`config.mk`:
```
export PLATFORM = sky130hd
export DESIGN_NAME = oneshot_and_pulse_measure_timer
export DESIGN_NICKNAME = d
export VERILOG_FILES = /design/src/hdl/oneshot_timer_pkg.sv /design/src/hdl/oneshot_and_pulse_measure_timer.sv
export VERILOG_INCLUDE_DIRS = /design/src /design/src/hdl
export SDC_FILE = /design/constraint.sdc
export NUM_CORES = 1
export LEC_CHECK = 0
export ABC_AREA = 1
export BUFFER_PORTS_ARGS = -buffer_cell sky130_fd_sc_hd__buf_2
export CORE_ASPECT_RATIO = 0.75
export CORE_MARGIN = 3
export CORE_UTILIZATION = 58
export CTS_BUF_LIST = sky130_fd_sc_hd__clkbuf_16
export CTS_CLUSTER_DIAMETER = 100
export DETAILED_ROUTE_END_ITERATION = 10
export PLACE_DENSITY = 0.81
export SYNTH_ARGS = -nofsm -noshare
export SYNTH_HDL_FRONTEND = slang
export SYNTH_SLANG_ARGS = --single-unit
```
`constraint.sdc`:
```
create_clock -name ref_clk_i -period 2.3 [get_ports ref_clk_i]
set_clock_uncertainty 0.05 [all_clocks]
set_input_delay 0.23 -clock ref_clk_i [delete_from_list [all_inputs] [get_ports ref_clk_i]]
set_output_delay 0.23 -clock ref_clk_i [all_outputs]
set_load 0.02 [all_outputs]
```
`src/hdl/oneshot_timer_params.svh`:
```
// Register map, field positions and reset values of the one-shot / pulse measurement timer.
// Assumes a 32-bit APB data path with one aligned word for each register.
`ifndef ONESHOT_TIMER_PARAMS_SVH
`define ONESHOT_TIMER_PARAMS_SVH

// ----------------------------------------------------------------
// Register byte offsets
// ----------------------------------------------------------------
`define REG_MODE 4'h0
`define REG_CTRL 4'h4
`define REG_TIMER 4'h8
`define REG_STATUS 4'hc

// ----------------------------------------------------------------
// Mode register fields
// ----------------------------------------------------------------
`define MODE_SEL_LO 0
`define MODE_SEL_HI 1
`define MODE_WIDTH_BIT 2
`define MODE_EDGE_BIT 3
`define MODE_PIN_LO 4
`define MODE_PIN_HI 5
`define MODE_TRIG_SRC_BIT 6
`define MODE_CLK_LO 7
`define MODE_CLK_HI 8
`define MODE_RESET 9'h000

// ----------------------------------------------------------------
// Control and status fields
// ----------------------------------------------------------------
`define CTRL_START_BIT 0
`define CTRL_ONESHOT_BIT 1
`define CTRL_GPIO_OUT_BIT 2
`define CTRL_GPIO_OE_BIT 3
`define STAT_RUN_BIT 0
`define STAT_OVF_BIT 1
`define STAT_VALID_BIT 2

// ----------------------------------------------------------------
// Prescaler terminal counts and edge count
// ----------------------------------------------------------------
`define PRESC_DIV8_MASK 5'h07
`define PRESC_DIV32 5'h1f
`define EDGES_VALID 2'h2

`endif

```
`src/hdl/oneshot_timer_pkg.sv`:
```
// Types shared by the one-shot / pulse measurement timer.
// Assumes nothing of its surroundings.
package oneshot_timer_pkg;

	typedef enum logic [1:0] {
		mode_timer_type_v,
		mode_event_type_v,
		mode_oneshot,
		mode_measure
	} mode_type;

	typedef enum logic [1:0] {
		clk_div1,
		clk_div8,
		clk_div32,
		clk_sub_div32
	} clk_sel_type;

	typedef enum logic [1:0] {
		pin_gpio,
		pin_trigger,
		pin_pulse,
		pin_unused
	} pin_fn_type;

endpackage

```
`src/hdl/oneshot_and_pulse_measure_timer.sv`:
```
// 16-bit timer channel with one-shot and pulse period/width measurement modes behind an APB slave.
// Assumes APB on ref_clk_i; the channel pin and the sub-clock arrive asynchronously, ovf_in_i is synchronous.
`timescale 1ns/1ps
`include "oneshot_timer_params.svh"

module oneshot_and_pulse_measure_timer #(
	parameter int W = 16,
	parameter int AW = 4
) (
	input wire logic ref_clk_i,
	input wire logic rst_n_i,
	input wire logic ce_i,
	input wire logic psel_i,
	input wire logic penable_i,
	input wire logic pwrite_i,
	input wire logic [AW-1:0] paddr_i,
	input wire logic [31:0] pwdata_i,
	input wire logic pin_in_i,
	input wire logic ovf_in_i,
	input wire logic subclk_i,
	output logic [31:0] prdata_o,
	output logic pready_o,
	output logic pslverr_o,
	output logic pin_out_o,
	output logic pin_oe_o,
	output logic irq_o
);

	// ----------------------------------------------------------------
	// Helpers
	// ----------------------------------------------------------------
	function automatic logic rise(input logic cur, input logic prev);
		rise = cur & ~prev;
	endfunction

	function automatic logic tick_sel(input logic [1:0] sel, input logic [4:0] p, input logic sub_tick);
		unique case (oneshot_timer_pkg::clk_sel_type'(sel))
			oneshot_timer_pkg::clk_div1: tick_sel = 1'b1;
			oneshot_timer_pkg::clk_div8: tick_sel = (p & `PRESC_DIV8_MASK) == `PRESC_DIV8_MASK;
			oneshot_timer_pkg::clk_div32: tick_sel = p == `PRESC_DIV32;
			oneshot_timer_pkg::clk_sub_div32: tick_sel = sub_tick;
		endcase
	endfunction

	// ----------------------------------------------------------------
	// State
	// ----------------------------------------------------------------
	logic [8:0] mode_reg;
	logic start_flag;
	logic gpio_out;
	logic gpio_oe;
	logic [W-1:0] reload;
	logic [W-1:0] counter;
	logic running;
	logic ovf_flag;
	logic first_seen;
	logic [1:0] edges_seen;
	logic [4:0] presc;
	logic [4:0] sub_presc;
	logic pin_s1, pin_s2, pin_s3;
	logic sub_s1, sub_s2, sub_s3;

	// ----------------------------------------------------------------
	// Decode
	// ----------------------------------------------------------------
	wire oneshot_timer_pkg::mode_type mode = oneshot_timer_pkg::mode_type'(mode_reg[`MODE_SEL_HI:`MODE_SEL_LO]);
	wire oneshot_timer_pkg::pin_fn_type pin_fn =
		oneshot_timer_pkg::pin_fn_type'(mode_reg[`MODE_PIN_HI:`MODE_PIN_LO]);
	wire is_oneshot = mode == oneshot_timer_pkg::mode_oneshot;
	wire is_meas = mode == oneshot_timer_pkg::mode_measure;
	wire acc = ce_i & psel_i & penable_i & pready_o;
	wire wr = acc & pwrite_i;
	wire wr_mode = wr & (paddr_i == AW'(`REG_MODE));
	wire wr_ctrl = wr & (paddr_i == AW'(`REG_CTRL));
	wire wr_timer = wr & (paddr_i == AW'(`REG_TIMER));
	wire mapped = paddr_i == AW'(`REG_MODE) || paddr_i == AW'(`REG_CTRL) ||
		paddr_i == AW'(`REG_TIMER) || paddr_i == AW'(`REG_STATUS);
	wire next_start = wr_ctrl ? pwdata_i[`CTRL_START_BIT] : start_flag;
	wire start_rise = wr_ctrl & pwdata_i[`CTRL_START_BIT] & ~start_flag;

	// The sub-clock is divided on its synchronised edges, so it must run well below ref_clk_i / 2.
	wire sub_edge = rise(sub_s2, sub_s3);
	wire sub_tick = sub_edge & (sub_presc == `PRESC_DIV32);
	wire tick = ce_i & tick_sel(mode_reg[`MODE_CLK_HI:`MODE_CLK_LO], presc, sub_tick);

	wire pin_rise = rise(pin_s2, pin_s3);
	wire pin_fall = rise(pin_s3, pin_s2);
	wire sel_edge = mode_reg[`MODE_EDGE_BIT] ? pin_rise : pin_fall;
	wire meas_edge = ce_i & is_meas & start_flag &
		(mode_reg[`MODE_WIDTH_BIT] ? (pin_rise | pin_fall) : sel_edge);

	wire ext_trig = mode_reg[`MODE_TRIG_SRC_BIT] ? ovf_in_i : (pin_fn == oneshot_timer_pkg::pin_trigger) & sel_edge;
	wire sw_trig = wr_ctrl & pwdata_i[`CTRL_ONESHOT_BIT];
	wire trig = ce_i & is_oneshot & next_start & ((start_flag & ext_trig) | sw_trig);
	wire os_zero = is_oneshot & running & tick & (counter <= W'(1));
	wire meas_ovf = is_meas & start_flag & tick & (&counter) & ~meas_edge;
	wire next_irq = os_zero | (meas_edge & first_seen) | meas_ovf;

	// ----------------------------------------------------------------
	// Synchronisers and prescalers
	// ----------------------------------------------------------------
	always_ff @(posedge ref_clk_i or negedge rst_n_i) begin
		if (!rst_n_i) begin
			{pin_s1, pin_s2, pin_s3} <= 3'h0;
			{sub_s1, sub_s2, sub_s3} <= 3'h0;
			presc <= 5'h00;
			sub_presc <= 5'h00;
		end else if (ce_i) begin
			{pin_s1, pin_s2, pin_s3} <= {pin_in_i, pin_s1, pin_s2};
			{sub_s1, sub_s2, sub_s3} <= {subclk_i, sub_s1, sub_s2};
			presc <= presc + 5'h01;
			if (sub_edge) begin
				sub_presc <= sub_presc + 5'h01;
			end
		end
	end

	// ----------------------------------------------------------------
	// Software registers
	// ----------------------------------------------------------------
	always_ff @(posedge ref_clk_i or negedge rst_n_i) begin
		if (!rst_n_i) begin
			mode_reg <= `MODE_RESET;
			{gpio_oe, gpio_out, start_flag} <= 3'h0;
		end else begin
			if (wr_mode) begin
				mode_reg <= pwdata_i[`MODE_CLK_HI:0];
			end
			if (wr_ctrl) begin
				start_flag <= pwdata_i[`CTRL_START_BIT];
				gpio_out <= pwdata_i[`CTRL_GPIO_OUT_BIT];
				gpio_oe <= pwdata_i[`CTRL_GPIO_OE_BIT];
			end
		end
	end

	// ----------------------------------------------------------------
	// Counter and reload
	// ----------------------------------------------------------------
	// A trigger outranks the zero reload, so a retrigger on the last tick restarts the count.
	always_ff @(posedge ref_clk_i or negedge rst_n_i) begin
		if (!rst_n_i) begin
			counter <= '0;
			reload <= '0;
		end else if (ce_i) begin
			if (is_meas) begin
				if (start_rise) begin
					counter <= '0;
				end else if (meas_edge) begin
					reload <= counter;
					counter <= '0;
				end else if (start_flag & tick) begin
					counter <= counter + W'(1);
				end
			end else begin
				if (wr_timer) begin
					reload <= pwdata_i[W-1:0];
				end
				if (trig | os_zero) begin
					counter <= reload;
				end else if (wr_timer & ~running) begin
					counter <= pwdata_i[W-1:0];
				end else if (running & tick) begin
					counter <= counter - W'(1);
				end
			end
		end
	end

	// ----------------------------------------------------------------
	// Run, flags and interrupt
	// ----------------------------------------------------------------
	always_ff @(posedge ref_clk_i or negedge rst_n_i) begin
		if (!rst_n_i) begin
			running <= 1'b0;
			ovf_flag <= 1'b0;
			first_seen <= 1'b0;
			edges_seen <= 2'h0;
			irq_o <= 1'b0;
		end else if (ce_i) begin
			irq_o <= next_irq;
			if (!is_oneshot || !next_start) begin
				running <= 1'b0;
			end else if (trig) begin
				running <= 1'b1;
			end else if (os_zero) begin
				running <= 1'b0;
			end
			if (meas_ovf) begin
				ovf_flag <= 1'b1;
			end else if (wr_mode & start_flag) begin
				ovf_flag <= 1'b0;
			end
			if (start_rise || !is_meas) begin
				first_seen <= 1'b0;
				edges_seen <= 2'h0;
			end else if (meas_edge) begin
				first_seen <= 1'b1;
				if (edges_seen != `EDGES_VALID) begin
					edges_seen <= edges_seen + 2'h1;
				end
			end
		end
	end

	// ----------------------------------------------------------------
	// Channel pin and APB answer
	// ----------------------------------------------------------------
	// The pulse output follows the run state one cycle late; measurement mode keeps the pin an input.
	wire next_pin_out = (pin_fn == oneshot_timer_pkg::pin_pulse) ? running : gpio_out;
	wire next_pin_oe = ~is_meas & ((pin_fn == oneshot_timer_pkg::pin_pulse) |
		((pin_fn == oneshot_timer_pkg::pin_gpio) & gpio_oe));
	// In one-shot mode the timer read shows the live counter; software must treat it as undefined.
	wire [W-1:0] timer_view = is_meas ? reload : counter;
	wire [31:0] next_rdata =
		(paddr_i == AW'(`REG_MODE)) ? {23'h0, mode_reg} :
		(paddr_i == AW'(`REG_CTRL)) ? {28'h0, gpio_oe, gpio_out, 1'b0, start_flag} :
		(paddr_i == AW'(`REG_TIMER)) ? 32'(timer_view) :
		(paddr_i == AW'(`REG_STATUS)) ? {29'h0, edges_seen == `EDGES_VALID, ovf_flag, running} : 32'h0;

	always_ff @(posedge ref_clk_i or negedge rst_n_i) begin
		if (!rst_n_i) begin
			pready_o <= 1'b0;
			pslverr_o <= 1'b0;
			prdata_o <= 32'h0;
			pin_out_o <= 1'b0;
			pin_oe_o <= 1'b0;
		end else if (ce_i) begin
			pready_o <= psel_i & penable_i & ~pready_o;
			pslverr_o <= psel_i & penable_i & ~pready_o & ~mapped;
			prdata_o <= (psel_i & ~pwrite_i) ? next_rdata : 32'h0;
			pin_out_o <= next_pin_out;
			pin_oe_o <= next_pin_oe;
		end
	end
endmodule

```
* Word-level counts from Yosys, hierarchy flattened
Cells that the tools add are included.
** Cells by class
- $add $sub $neg :: 5
- $mul :: 0
- Div/mod/pow operators :: 0
- Order comparisons :: 1
- Equal/unequal tests :: 18
- Shift-type cells :: 0
- Multiplexer cells :: 33
- Bitwise logic cells :: 57
- Reduce and logical (&&, ||, !) cells :: 25
** Operators with widths (count)
- 16-bit 2-to-1 mux :: 16
- 1-bit AND :: 41
- 16-bit by 1-bit adder with 16-bit output (second input constant) :: 1
- 16-bit by 1-bit less-or-equal comparator with 1-bit output (second input constant) :: 1
- 16-bit AND reduction :: 1
- 16-bit by 1-bit subtractor with 16-bit output (second input constant) :: 1
- 2-bit equality test (second input constant) :: 6
- 1-bit 2-to-1 mux :: 12
- 5-bit by 1-bit adder with 5-bit output (second input constant) :: 2
- 5-bit equality test (second input constant) :: 2
- 1-bit NOT :: 10
- 4-bit equality test (second input constant) :: 2
- 2-bit AND reduction :: 4
- 2-bit nonzero test :: 4
- 2-bit 2-to-1 mux :: 3
- 1-bit OR :: 6
- 3-bit AND reduction :: 2
- 1-bit logical OR :: 5
- 2-bit by 1-bit equality test with 1-bit output (second input constant) :: 2
- 4-bit by 3-bit equality test with 1-bit output (second input constant) :: 1
- 2-bit zero test :: 2
- 4-bit zero test :: 1
- 2-bit != test (second input constant) :: 2
- 4-bit by 1-bit != test with 1-bit output (second input constant) :: 1
- 9 further kinds :: 11
** Storage, ports and cells
- Register bits after elaboration :: 102
- Bits in latches :: 0
- RAM bits :: 0
- Bits in read-only memories :: 0
- Input bits :: 45
- Output and inout port bits :: 37
- Word-level logic and storage cells :: 163
- Memories kept :: 0

* Depth between registers and ports, before layout
- Word-level depth :: 11
- Gate-level depth with buffers :: 18
- Mapped depth without buffers :: 17

* Least setup slack after synthesis
No wires, ideal clock.
- Path type :: flip-flop to flip-flop
- Start :: register presc[0]
- End :: register counter[6]
- Setup time :: 117 ps
- Arrival time :: 1967 ps
- Data required time :: 2133 ps
- Setup slack :: 166 ps
- Cell stages (with the launch flop) :: 15
- Path buffers :: 1
- Cells stage by stage :: dfrtp_1 > ha_1 > and3_1 > ha_1 > a21oi_1 > nand2_1 > nand3_1 > nand2_1 > nor2_1 > nand3_4 > nand2_8 > inv_6 > buf_12 > nor2_1 > nor2_1
** On the way
- Cells in the longest elaborated chain, start to end :: 8
- Elaborated cells between the ends (all ways) :: 14
- Those cells by class :: eq/ne (3); mux (3); bitwise (6); reduce/logical (2)
** Ends and longest elaborated chain
- from (decl) :: RTL line oneshot_and_pulse_measure_timer.sv:58 : logic [4:0] presc;
- from (signal assigned) :: RTL line oneshot_and_pulse_measure_timer.sv:111 : presc <= presc + 5'h01;
- 5-bit equality test (no source line) / 3-bit equality test (equally long branches)
- 1-bit one-hot mux with 4 select lines * :: RTL line oneshot_and_pulse_measure_timer.sv:37 : unique case (oneshot_timer_pkg::clk_sel_type'(sel))
- 1-bit AND * :: RTL line oneshot_and_pulse_measure_timer.sv:84 : wire tick = ce_i & tick_sel(mode_reg[`MODE_CLK_HI:`MODE_CLK_LO], presc, sub_tick);
- 1-bit AND (2 in a row) :: RTL line oneshot_and_pulse_measure_timer.sv:95 : wire os_zero = is_oneshot & running & tick & (counter <= W'(1));
- 1-bit OR :: RTL line oneshot_and_pulse_measure_timer.sv:159 : if (trig | os_zero) begin
- 4-bit nonzero test (no source line) / 16-bit 2-to-1 mux (equally long branches)
- 3-bit AND reduction (no source line) / 16-bit 2-to-1 mux (equally long branches)
- to (signal assigned) :: RTL line oneshot_and_pulse_measure_timer.sv:160 : counter <= reload;
- to (signal assigned) :: RTL line oneshot_and_pulse_measure_timer.sv:162 : counter <= pwdata_i[W-1:0];
- to (signal assigned) :: RTL line oneshot_and_pulse_measure_timer.sv:164 : counter <= counter - W'(1);
- to (decl) :: RTL line oneshot_and_pulse_measure_timer.sv:53 : logic [W-1:0] counter;
Mark *: on every way between the ends. The rest lies on a longest branch, timed or not.
A chain may end at the register's enable or synchronous reset.

* Final worst setup path
- Start :: register presc[1]
- End :: register counter[7]
Same word-level chain as after synthesis.

==> reports/summary.md <==
The run finished with clean final reports. Sequential elements use 36.99% of the synthesized area. For this block, the initial DRC count from the detailed router was 719. Pin count of the biggest net entering global routing: 55. The data required time at the worst endpoint is 2.49 ns, and the detailed-route wire length per cell is 16.67 um.

Setup repair after global routing could not meet its margin everywhere. The initial antenna violation count is 0. The run gives 0 as the yosys synthesis warning count.

The repair_antennas step left the layout with diodes totalling 0. Global-route congestion overflow total: 0. The count of state elements after synthesis came out at 86.

The run gives 0 as the count of endpoints failing hold in the final timing report. At the end of routability-driven placement, the weighted congestion stood at 0.9843. TritonCTS built the clock tree. The largest driver fanout on the critical path was 8. The logs give 0.35 ns for the clock latency reported for the late side of the worst-skew pair and 453.3 MHz for the highest clock frequency the design can meet. The post-synthesis average cell area is 6.951 um^2, and the cell count after synthesis is 837. The maximum vdd drop was 0.5574 mV. Post-layout net count: 957. In this run the power density over the cells is 605.0 mW/mm^2. The standby leakage power was 3.521 nW; the final count of negative-setup-slack endpoints was 0. The number of ports placed on the die boundary was 82. Clock-pin slew was measured on the worst setup and hold paths at 0.07 ns. The tools report the area enclosed by the die boundary as 0.01128 mm^2.

The largest registers in the layout are counter (16), prdata_o (16), reload (16). The completed layout was analyzed and its total power is 4.136 mW. For the number of pins with negative max-slew slack in the final report, the log shows 0. The number of enable-type register cells in the synthesized netlist is 0.

The overall fraction of global-route tracks in use was 30.89%. The worst path needs 2.206 ns of the cycle, external delays included. The first global-routing pass estimated 27,560 um of wire.

The area growth from synthesis to final layout is 17.51%, and the detailed-route vias per instance is 5.777. The final layout contains routed wiring with a total length of 17,240 um. The kind of critical path is reg2reg. The H-tree was split into 3 levels. The tree is rooted in a sky130_fd_sc_hd__clkbuf_16. The most frequently used flop master after synthesis is sky130_fd_sc_hd__dfrtp_1. For this configuration, the core starts out at a cell density of 62.00%. The tools report the standard cell core area as 0.009384 mm^2. The normalized max-slew margin is 55.74%. Measured along the y axis, the die boundary spans 92.74 um. The nature of the critical path startpoint is a register. Of the post-synthesis cell area, the dominant cell type holds 36.99%.

The tool flagged a number of max-cap violations equal to 0. The number of filler cells placed in the layout was 764. Ranked by total cell area, the synthesized netlist is headed by sky130_fd_sc_hd__dfrtp_1 37%, sky130_fd_sc_hd__nand2_1 16%, sky130_fd_sc_hd__nor2_1 7.5%. The first TritonRoute pass finished after 5 iterations. The class of the tightest hold or removal check is in2reg. In this run the tool buffered the top-level ports with 49 buffer cells.

The number of design rule violations left after detail routing was 0; the die outline width was 121.7 um. After synthesis the cells add up to 0.005818 mm^2. The clock sink total was 86; the slew at the pin closest to its max-slew limit was 0.6638 ns. The number of antenna-violating nets in the routed design was 0. Via count of the first global-routing pass: 5,551. The clock passes through at most 2 buffers. After floorplanning, the core was divided into 30 placement rows. Counting the buffers created by CTS gives 9.

The final route contains 5,973 vias. The cell type with the largest total area after synthesis is sky130_fd_sc_hd__dfrtp_1. The number of different library cells used by synthesis comes to 51.

The placed wire-length estimate after detailed placement is 12,530 um, and the final critical-path share of the clock period is 95.92%. The nature of the critical path endpoint was a register. The post-route core utilization was 72.85%.

Yosys instantiated no cell more often than sky130_fd_sc_hd__nand2_1. Counting instances in the post-synthesis netlist gives the leading cell types as 246 x sky130_fd_sc_hd__nand2_1, 117 x sky130_fd_sc_hd__nor2_1, 86 x sky130_fd_sc_hd__dfrtp_1, 78 x sky130_fd_sc_hd__o21ai_0, 73 x sky130_fd_sc_hd__inv_1. At the worst endpoint, the arrival time is 2.39 ns. The fraction of layout instances using a drive strength above 1 came out at 21.19%. Counting flops with an async set or reset pin after synthesis yields a share of 100.0%.
==> cell usage in the layout (no fill, tap or decap), types with 3 or more instances in the layout <==
master,synthesis,routed
sky130_fd_sc_hd__a21oi_1,15,12
sky130_fd_sc_hd__o21ai_0,78,77
sky130_fd_sc_hd__a21oi_2,2,5
sky130_fd_sc_hd__nand2_1,246,238
sky130_fd_sc_hd__nand4_1,10,10
sky130_fd_sc_hd__ha_1,11,7
sky130_fd_sc_hd__dfrtp_1,86,84
sky130_fd_sc_hd__nand2_2,6,11
sky130_fd_sc_hd__nor2_1,117,101
sky130_fd_sc_hd__ha_2,0,4
sky130_fd_sc_hd__o221ai_1,3,3
sky130_fd_sc_hd__nand2_4,3,6
sky130_fd_sc_hd__inv_2,5,6
sky130_fd_sc_hd__buf_6,3,6
sky130_fd_sc_hd__inv_1,73,71
sky130_fd_sc_hd__nor2_2,12,20
sky130_fd_sc_hd__nor3_1,5,5
sky130_fd_sc_hd__nand3_4,3,3
sky130_fd_sc_hd__nand3b_1,7,7
sky130_fd_sc_hd__o211ai_1,3,3
sky130_fd_sc_hd__clkbuf_16,0,9
sky130_fd_sc_hd__nand3_1,52,47
sky130_fd_sc_hd__a31oi_1,8,8
sky130_fd_sc_hd__xnor2_1,3,3
sky130_fd_sc_hd__buf_4,19,30
sky130_fd_sc_hd__buf_2,12,48
sky130_fd_sc_hd__conb_1,1,16
sky130_fd_sc_hd__inv_6,1,4
sky130_fd_sc_hd__nor2_4,2,10
sky130_fd_sc_hd__xor2_1,5,5
sky130_fd_sc_hd__nand3_2,4,9
==> final timing paths <==
path / from / to / slack (ns) / depth (start not counted)
worst max-delay path: presc[1]$_DFFE_PN0P_ / counter[7]$_DFFE_PN0P_ / 0.09 / 14
worst min-delay path: subclk_i / sub_s1$_DFFE_PN0P_ / 0.04 / 3
worst max register to register: presc[1]$_DFFE_PN0P_ / counter[7]$_DFFE_PN0P_ / 0.09 / 14
worst min register to register: sub_s1$_DFFE_PN0P_ / sub_s1$_DFFE_PN0P_ / 0.43 / 2
max in group asynchronous: rst_n_i / counter[0]$_DFFE_PN0P_ / 1.22 / 3
min in group asynchronous: rst_n_i / sub_presc[3]$_DFFE_PN0P_ / 0.31 / 2
==> per-layer routing <==
metal	up-vias	part of all wire, %	track usage (%)
li1	2775	-	-
met1	2801	41	43.03
met2	347	46	48.37
met3	50	11	6.838
met4	0	2.7	8.955
met5	-	0	0
==> report_power, final <==
part           internal (mW)  switching, mW  total [mW]
registers               1.64          0.109        1.75
clock network          0.970          0.682        1.65
logic                  0.295          0.437       0.732
==> kinds of logic (layout without fill, tap and decap cells) <==
logic type	count (synthesis)	after routing	share of synthesized area (%)
DFF	86	86	36.99
and+or+nand+nor	478	478	36.92
adders and majority gates	11	11	2.366
other	1	16	0.06445
buffers and inverters	131	185	10.69
AOI/OAI and AO/OA	122	122	11.76
xor gates and xnor gates	8	8	1.204
==> metrics by stage <==
stage	setup WS (ns)	setup TNS, ns	cell area, um^2	hold WS, ns	cells
after floorplan	0.1658	0	5874	-0.1156	852
after global placement	0.02835	0	6207	0.1569	1006
after detailed placement	-0.04913	-0.08543	6207	0.1558	1006
after CTS	0.01594	0	6571	0.03352	1025
after global routing	-0.04072	-0.3159	6837	0.04547	1034
final	0.09380	0	6837	0.03711	1034
==> repair_timing <==
item	4_1_cts	5_1_grt
setup buffers	1	8
setup endpoints to repair	7	19
cloned	1	1
pin swaps	1	21
resized for setup	4	61
hold endpoints to repair	32	0
hold buffers	1	0
==> layout make-up <==
class | instances | area [um^2] | share of cell area, %
Multi-Input combinational cell | 635 | 3271 | 47.84
Sequential cell | 86 | 2155 | 31.52
Clock inverter | 7 | 102.6 | 1.501
Clock buffer | 9 | 225.2 | 3.294
Inverter | 80 | 316.6 | 4.630
Tap cell | 128 | 160.2 | 2.343
Timing Repair inverter | 1 | 8.758 | 0.1281
Timing Repair Buffer | 88 | 598.1 | 8.748
==> worst max-delay path: stages (launching register included) <==
cell and delay (ns):
sky130_fd_sc_hd__dfrtp_1 0.39, sky130_fd_sc_hd__ha_2 0.20, sky130_fd_sc_hd__and3_4 0.17, sky130_fd_sc_hd__ha_2 0.17, sky130_fd_sc_hd__a21oi_2 0.17, sky130_fd_sc_hd__nand2_4 0.09
sky130_fd_sc_hd__nand2_4 0.08, sky130_fd_sc_hd__nor2_4 0.03, sky130_fd_sc_hd__nand2_2 0.09, sky130_fd_sc_hd__buf_6 0.13, sky130_fd_sc_hd__nand3_4 0.11, sky130_fd_sc_hd__nand2_8 0.16
sky130_fd_sc_hd__clkinv_8 0.10, sky130_fd_sc_hd__nor2_2 0.11, sky130_fd_sc_hd__a21oi_2 0.04
(Power assumes the default switching activity.)
